`src/shared/rvm_pkg.sv`:
```
// constants and carriers for the reset and interrupt vector map
package rvm_pkg;

  localparam int unsigned ADDR_W = 12;
  localparam int unsigned IRQ_N  = 25;
  localparam int unsigned IDX_W  = 5;

  typedef logic [ADDR_W-1:0] rvm_addr_t;
  typedef logic [IRQ_N-1:0]  rvm_irq_t;
  typedef logic [IDX_W-1:0]  rvm_idx_t;

  localparam rvm_addr_t APP_RESET_ADDR = 12'h000;
  localparam rvm_addr_t APP_TABLE_BASE = 12'h001;
  localparam logic      FUSE_PROGRAMMED = 1'b0;

  // request bit positions, in vector order
  localparam rvm_idx_t IDX_EXT_IRQ_0           = 5'h00;
  localparam rvm_idx_t IDX_EXT_IRQ_1           = 5'h01;
  localparam rvm_idx_t IDX_PIN_CHANGE_IRQ_0    = 5'h02;
  localparam rvm_idx_t IDX_PIN_CHANGE_IRQ_1    = 5'h03;
  localparam rvm_idx_t IDX_PIN_CHANGE_IRQ_2    = 5'h04;
  localparam rvm_idx_t IDX_WATCHDOG_TIMEOUT    = 5'h05;
  localparam rvm_idx_t IDX_T2_MATCH_A          = 5'h06;
  localparam rvm_idx_t IDX_T2_MATCH_B          = 5'h07;
  localparam rvm_idx_t IDX_T2_OVERFLOW         = 5'h08;
  localparam rvm_idx_t IDX_T1_CAPTURE          = 5'h09;
  localparam rvm_idx_t IDX_T1_MATCH_A          = 5'h0a;
  localparam rvm_idx_t IDX_T1_MATCH_B          = 5'h0b;
  localparam rvm_idx_t IDX_T1_OVERFLOW         = 5'h0c;
  localparam rvm_idx_t IDX_T0_MATCH_A          = 5'h0d;
  localparam rvm_idx_t IDX_T0_MATCH_B          = 5'h0e;
  localparam rvm_idx_t IDX_T0_OVERFLOW         = 5'h0f;
  localparam rvm_idx_t IDX_SERIAL_PERIPH_DONE  = 5'h10;
  localparam rvm_idx_t IDX_UART_RX_DONE        = 5'h11;
  localparam rvm_idx_t IDX_UART_TX_EMPTY       = 5'h12;
  localparam rvm_idx_t IDX_UART_TX_DONE        = 5'h13;
  localparam rvm_idx_t IDX_CONVERSION_DONE     = 5'h14;
  localparam rvm_idx_t IDX_NV_READY            = 5'h15;
  localparam rvm_idx_t IDX_COMPARATOR          = 5'h16;
  localparam rvm_idx_t IDX_TWO_WIRE            = 5'h17;
  localparam rvm_idx_t IDX_SELF_PROGRAM_READY  = 5'h18;

  typedef enum logic [1:0] {
    ST_START,
    ST_IDLE,
    ST_OFFER
  } rvm_state_e;

  // vector handed to the fetch logic
  typedef struct packed {
    logic      valid;
    rvm_idx_t  idx;
    rvm_addr_t addr;
  } rvm_vec_s;

  // reset entry handed to the fetch logic
  typedef struct packed {
    logic      go;
    rvm_addr_t addr;
  } rvm_rst_s;

endpackage

```
`src/verilog/rvm_vector_map.sv`:
```
// reset and interrupt vector address generator
`timescale 1ns/1ps
module rvm_vector_map (
  input  wire logic              i_clk,
  input  wire logic              i_arst_n,
  input  wire logic              i_boot_reset_fuse,
  input  wire logic              i_vector_select_bit,
  input  wire rvm_pkg::rvm_addr_t i_boot_start,
  input  wire rvm_pkg::rvm_irq_t  i_irq_pending,
  input  wire logic              i_vec_taken,
  output rvm_pkg::rvm_rst_s       o_rst,
  output rvm_pkg::rvm_vec_s       o_vec,
  output logic                   o_fuse_programmed
);
  import rvm_pkg::*;

  ////////////////////////////////////////////////////////////////////////////
  // fuse strap, caught at the first edge after reset release

  logic        fuse_ff;
  logic        nxt_fuse;
  rvm_state_e  state_ff;
  rvm_state_e  nxt_state;
  rvm_rst_s    rst_ff;
  rvm_rst_s    nxt_rst;
  rvm_vec_s    vec_ff;
  rvm_vec_s    nxt_vec;

  always_comb begin
    nxt_fuse = fuse_ff;
    nxt_rst  = rst_ff;
    nxt_rst.go = 1'b0;
    if (state_ff == ST_START) begin
      nxt_fuse = i_boot_reset_fuse;
      nxt_rst.go = 1'b1;
      if (i_boot_reset_fuse == FUSE_PROGRAMMED) begin
        nxt_rst.addr = i_boot_start;
      end else begin
        nxt_rst.addr = APP_RESET_ADDR;
      end
    end
  end

  always_ff @(posedge i_clk or negedge i_arst_n) begin
    if (!i_arst_n) begin
      fuse_ff <= 1'b1;
      rst_ff  <= '0;
    end else begin
      fuse_ff <= nxt_fuse;
      rst_ff  <= nxt_rst;
    end
  end

  ////////////////////////////////////////////////////////////////////////////
  // lowest pending vector number wins

  rvm_idx_t  win_idx;
  logic      win_any;
  rvm_addr_t table_base;

  always_comb begin
    win_idx = '0;
    win_any = 1'b0;
    for (int i = IRQ_N - 1; i >= 0; i--) begin
      if (i_irq_pending[i]) begin
        win_idx = IDX_W'(i);
        win_any = 1'b1;
      end
    end
  end

  // table start moves with the select bit only, never with the fuse
  always_comb begin
    if (i_vector_select_bit) begin
      table_base = i_boot_start + APP_TABLE_BASE;
    end else begin
      table_base = APP_TABLE_BASE;
    end
  end

  ////////////////////////////////////////////////////////////////////////////
  // offer state machine

  always_comb begin
    nxt_state = state_ff;
    nxt_vec   = vec_ff;
    unique case (state_ff)
      ST_START: begin
        nxt_state = ST_IDLE;
      end
      ST_IDLE: begin
        if (win_any) begin
          nxt_vec.valid = 1'b1;
          nxt_vec.idx   = win_idx;
          nxt_vec.addr  = table_base + ADDR_W'(win_idx);
          nxt_state     = ST_OFFER;
        end
      end
      ST_OFFER: begin
        if (i_vec_taken) begin
          nxt_vec.valid = 1'b0;
          nxt_state     = ST_IDLE;
        end
      end
      default: begin
        nxt_vec.valid = 1'b0;
        nxt_state     = ST_IDLE;
      end
    endcase
  end

  always_ff @(posedge i_clk or negedge i_arst_n) begin
    if (!i_arst_n) begin
      state_ff <= ST_START;
      vec_ff   <= '0;
    end else begin
      state_ff <= nxt_state;
      vec_ff   <= nxt_vec;
    end
  end

  assign o_rst             = rst_ff;
  assign o_vec             = vec_ff;
  assign o_fuse_programmed = (fuse_ff == FUSE_PROGRAMMED);
endmodule

```
`config.mk`:
```
export PLATFORM = sky130hd
export DESIGN_NAME = rvm_vector_map
export DESIGN_NICKNAME = d
export VERILOG_FILES = /design/src/shared/rvm_pkg.sv /design/src/verilog/rvm_vector_map.sv
export SDC_FILE = /design/constraint.sdc
export NUM_CORES = 1
export LEC_CHECK = 0
export BUFFER_PORTS_ARGS = -buffer_cell sky130_fd_sc_hd__buf_2
export CAP_MARGIN = 10
export CORE_MARGIN = 2
export CORE_UTILIZATION = 55
export CTS_CLUSTER_SIZE = 14
export DETAILED_ROUTE_END_ITERATION = 10
export PLACE_DENSITY_LB_ADDON = 0.3
export RECOVER_POWER = 50
export SLEW_MARGIN = 20
export SYNTH_ARGS = -nofsm -noshare
export SYNTH_HDL_FRONTEND = slang
export SYNTH_SLANG_ARGS = --single-unit
```
`constraint.sdc`:
```
create_clock -name i_clk -period 2.4 [get_ports i_clk]
set_input_delay 0.48 -clock i_clk [delete_from_list [all_inputs] [get_ports i_clk]]
set_output_delay 0.48 -clock i_clk [all_outputs]
set_load 0.02 [all_outputs]
```
* Word-level counts from Yosys, hierarchy flattened
Index checks and enable logic that the tools add are counted.
Widths: inputs -> output; s select.
** Storage, ports and cells
- Output and inout bits :: 32
- Latch bits :: 0
- Bits in writable memories :: 0
- Memory bits (read-only) :: 0
- Memories :: 0
- Logic and storage cells :: 78
- Input port bits :: 42
- Register bits :: 34
** Cells by class
- Multipliers :: 0
- Shift-type cells :: 0
- Equal/unequal tests :: 4
- Magnitude comparators :: 0
- Bitwise gates (word level) :: 2
- Reduce and logical (&&, ||, !) cells :: 4
- Muxes and demuxes :: 59
- Div/mod/pow operators :: 0
- $add $sub $neg :: 2
** Operator list (number)
- $mux 5 :: 25
- $mux 1 :: 26
- $mux 12 :: 2
- $mux 18 :: 1
- $mux 13 :: 1
- $add 12x1->12 const B :: 1
- $add 12x5->12 :: 1
- $mux 2 :: 2
- $ne 2x2->1 const B :: 2
- $pmux 2 s2 :: 1
- $reduce_and 2->1 :: 2
- $pmux 1 s3 :: 1
- $reduce_and 3->1 :: 1
- $eq 2x1->1 const B :: 1
- $eq 2x2->1 const B :: 1
- $logic_not 2->1 :: 1
- $not 1->1 :: 2

* Logic depth before layout (Yosys ltp)
- Word-level depth :: 28
- Mapped depth :: 15
- Depth with buffers taken out :: 15

* Worst setup path after synthesis
Ideal clock, no wire load.
- Kind :: input port to flip-flop
- From :: input port i_irq_pending[20]
- To :: register vec_ff (netlist bit o_vec[10])
- Path buffers :: 0
- Stages :: 13
- Data required time :: 2.269 ns
- Arrival time :: 3.106 ns
- Path slack :: -0.837 ns
- Setup time :: 0.131 ns
- Cell sequence :: nor2_1 > o21ai_0 > a211oi_1 > nor3_1 > o311a_1 > or2_2 > fa_1 > nor2b_1 > o31a_1 > o22ai_1 > or4_4 > xnor2_2 > o21ai_1
** Between the ends
- Word-level cells in the longest chain between the ends :: 22
- Elaborated cells on any way between the ends :: 44
- Classes of those cells :: add/sub (1); mux (42); reduce/logical (1)
** RTL lines
- start, declared :: line rvm_vector_map.sv:9 : input wire rvm_pkg::rvm_irq_t i_irq_pending,
- $mux 5 or $mux 1 (tied branches) (21 in series) :: line rvm_vector_map.sv:65 : if (i_irq_pending[i]) begin
- $add 12x5->12 or $reduce_and 2->1 (tied branches)
- end signal, assigned :: line rvm_vector_map.sv:118 : vec_ff <= nxt_vec;
- end, declared :: line rvm_vector_map.sv:26 : rvm_vec_s vec_ff;
Several ways; a longest one is shown, not always the timed one.
A chain may end at the register's enable or synchronous reset.

* Worst setup path after layout
- From :: input port i_irq_pending[22]
- To :: register vec_ff (netlist bit o_vec[10])
** Between the ends
- Word-level cells in the longest chain between the ends :: 24
- Elaborated cells on any way between the ends :: 48
- Classes of those cells :: add/sub (1); mux (46); reduce/logical (1)
** RTL lines
- $mux 5 (23 in series) :: line rvm_vector_map.sv:65
- via win_idx[0] :: line rvm_vector_map.sv:57 : rvm_idx_t win_idx;
- $add 12x5->12 :: line rvm_vector_map.sv:95 : nxt_vec.addr = table_base + ADDR_W'(win_idx);
The timed path passes the listed nets, and every way through them passes these cells.

==> results.md <==
* Status: finished, violations left
* Violated checks: max-capacitance violations, max-slew violations, negative setup slack
* First-pass GRT wire length at roughly 11,000 µm
* Net Switching at 0.001132 W
* Clk pwr share at 0.195
* Antenna violations before repair at 0
* Post-synth top flop: dfrtp_1
* Switching portion of total power at 0.4233
* Layout Skew at 0.005486 ns
* Final wirelength at 7420 µm
* Dpl cell area at around 3000 µm²
* Core footprint at 3943 µm²
* Crit-path cells: buf_6, nand2b_4, a21oi_2, nor2_1, o211ai_1, a31oi_1, nor2_1, ha_2, inv_2, fa_2, nor2b_2, o31a_1, o22ai_2, or4_4, xnor2_2, o21ai_1
* Reg2Reg Depth at 3
* Final instance area at approximately 3300 µm²
* ANT cells at 0
* Slack of the critical path at -0.5544 ns
* Crit-path max FO at 3
* Root buffer cell: clkbuf_8
* Largest stage delay on the critical path at 0.44 ns
* Crit. End Element: flop
* Fmax at ~0.34 GHz
* Hold Path Sink: o_vec[1]
* Final setup TNS at -3.091 ns
* All-Layer GR Usage at 0.3176
* Min-Delay Path Class: flop to flop
* Layout cell share with drive strength beyond 1 at 0.4519
* RSZ-0062 raised after global routing: true
* Drt initial violations at roughly 230
* Number of synthesized flops with an enable pin at 0
* Critical-path top delay cell: or4_4
* Cts hold-fix bufs at 0
* DRC Markers at 0
* CP bufs+invs at 2
* DRT antenna net count at 0
* # port buffers at 73
* Comb power frac at 0.464
* R2R setup slack at roughly 0.62 ns
* Gate Count Post-Synth at 262
* Die area at between 4000 and 5000 µm²
* Final Hold Viols at 0
* Element type at the critical path start: input pin
* Count of cell types in the netlist at 53
* RR Endpoint: fuse_ff
* Largest net degree at the start of global routing at 35
* Rows at 23
* Syn_nets at 311
* Clock Pin Slew Worst Setup and Hold Paths at 0.07 ns
* R2R Path Start: state_ff[1]
* Synthesized area per cell at approximately 8.5 µm²
* H-tree levels at 2
* Worst path arrival time at approximately 3.1 ns
* Final slew viol count at 35
* Yosys warnings at 0
* Final Critical Period at a little under 3 ns
* Die extent in x at 67.73 µm
* CTS sink count at 34
* Nets@finish at approximately 430
* Syn-to-layout area delta at 48.85%
* CP Class: input pin to flop
* Yosys reg bits at 34
* Initial Util at 0.5665
* Total gr overflow at 0
* Final Core Density at 0.8432
* DR WL/cell at 17.06 µm
* Worst hold margin at between 0.4 and 0.5 ns
* Period utilization at 1.231
* Post-synthesis cell area at roughly 2200 µm²
* Peak VDD IR at roughly 0.37 mV
* Seq pwr share at 0.341
* DP HPWL at approximately 4500 µm
* Worst Hold Depth at 2
* Seq/Total Area, Yosys at 0.3815
* Max_slew headroom at -0.1794
* Worst Tran Pin Value at 1.769 ns
* Pwr Total at around 0.0027 W
* Drt via density at 5.832
* Lkg Pwr at ~1.6 nW
* RD Place Congestion at roughly 0.9
* Clk_lat worst skew at 0.29 ns
* CTS buffer count at 5
* Delay-heaviest family, CP: simple AND/OR/NAND/NOR gates
* Max Cap Viol at 1
* Ports at 74
* DIE HEIGHT at 67.73 µm
* Int Power at 0.001542 W
* Worst EP required at 2.58 ns
* Vias at 2,537
* Power Dens Cells at just over 800 nW/µm²
* Filler cell count at about 220
* TritonCTS clock tree: yes
* Vias in the first global route at between 2,000 and 2,500
* DRT Pass-1 Iters at 5
* # setup viols final at 10
* Hold Startpoint: o_vec[1]
* CP most frequent cell: nor2_1
* Asr flop ratio synth at 1.000
* Clock Tree Buf Depth at 2
[Yosys cell counts (2+ instances only)]
cell	n	area, µm²
o31a_1	2	17.52
nor2b_1	3	18.77
xnor2_1	6	52.55
o21ai_1	2	10.01
nand3_1	3	15.01
or2b_1	2	15.01
ha_1	6	75.07
buf_2	3	15.01
o21a_1	4	30.03
o31ai_1	6	45.04
a31oi_1	3	18.77
o21ai_0	25	125.1
o211ai_1	2	15.01
nor3_1	8	40.04
dfrtp_1	33	825.8
nor4_1	11	68.82
inv_1	11	41.29
nor2_1	22	82.58
clkbuf_1	5	18.77
or2_2	2	12.51
xor2_1	8	70.07
nand2_1	43	161.4
a21oi_1	8	40.04
o21bai_1	2	15.01
nand4_1	3	18.77
nand2b_1	11	68.82
a211oi_1	2	15.01
[sequential cells by signal (all words and copies together), names as in the netlist]
name	cells
o_rst	13
fuse_ff	1
state_ff	2
o_vec	18
[per-layer routing]
layer	wire length (µm)	vias up	track usage	part of all wire
met4	348	0	0.1862	0.047
met2	3782	146	0.5417	0.51
met3	617	34	0.07667	0.083
met5	0	-	0	0
met1	2671	1185	0.3580	0.36
li1	-	1172	-	-
[placed cells by master, fill, tap and decap left out, types with 4 or more instances in the layout]
cell type  instances
a21oi_1            6
buf_2             68
buf_4             49
buf_6              5
clkbuf_1           4
clkbuf_8           5
dfrtp_1           33
ha_1               4
inv_1             10
nand2_1           43
nand2b_1          10
nor2_1            19
nor3_1             6
nor4_1             6
o21a_1             4
o21ai_0           17
o21ai_1            8
o31ai_1            6
xnor2_1            5
xor2_1             6
[metrics by stage]
| step | setup slack [ns] | std cells |
|---|---|---|
| 3_3_place_gp | -0.7231 | 419 |
| 5_1_grt | -0.6703 | 435 |
| 3_5_place_dp | -0.8487 | 419 |
| 6_report | -0.5544 | 435 |
| 2_1_floorplan | -0.5518 | 262 |
| 4_1_cts | -0.4032 | 431 |
[tightest hold or removal path: stages, from the launching register on]
cell	delay, ns
dfrtp_1	0.34
nand2_1	0.05
o21ai_0	0.06
[cell type report]
| cell class | count | area (µm²) | area share |
|---|---|---|---|
| sequential | 34 | 852.1 | 0.2563 |
| multi-input combinational | 207 | 1486 | 0.4471 |
| clock buffer | 7 | 76.32 | 0.02296 |
| timing repair buffer | 124 | 772.0 | 0.2322 |
| inverter | 12 | 45.04 | 0.01355 |
| tap | 50 | 62.56 | 0.01882 |
| clock inverter | 1 | 30.03 | 0.009033 |
[power groups by stage]
| stage | clock network [W] | logic [W] | registers, W |
|---|---|---|---|
| after floorplan | 0 | 0.000475 | 0.00115 |
| after global placement | 0 | 0.00112 | 0.000903 |
| after detailed placement | 0 | 0.00116 | 0.000911 |
| after CTS | 0.000521 | 0.00119 | 0.000904 |
| after global routing | 0.000545 | 0.00136 | 0.000940 |
| final | 0.000521 | 0.00124 | 0.000913 |
[worst max path at each step]
stage | start | to | slack (ns) | cells after the start
detailed placement | i_irq_pending[22] | o_vec[10] | -0.85 | 16
global placement | i_irq_pending[20] | o_vec[10] | -0.72 | 14
CTS | i_irq_pending[20] | o_vec[10] | -0.40 | 14
floorplan | i_irq_pending[20] | o_vec[10] | -0.55 | 13
global route | i_irq_pending[22] | o_vec[10] | -0.67 | 16
finish | i_irq_pending[22] | o_vec[10] | -0.55 | 16
[cells by family after synthesis]
family | count (synthesis) | share of synthesized area
buffers and inverters | 21 | 0.04033
XOR/XNOR | 15 | 0.06219
AO/OA/AOI/OAI | 66 | 0.1905
multiplexers | 1 | 0.005042
flip-flops | 34 | 0.3815
AND/OR/NAND/NOR | 118 | 0.2779
adder cells (fa/ha/maj) | 7 | 0.04258
[repair_timing]
action                     4_1_cts  5_1_grt
resized for setup               22       22
pin swaps                        9       24
cloned                           0        0
setup endpoints to repair        9       10
setup buffers                    4        6
No activity file was read; power rests on OpenSTA's default activity.
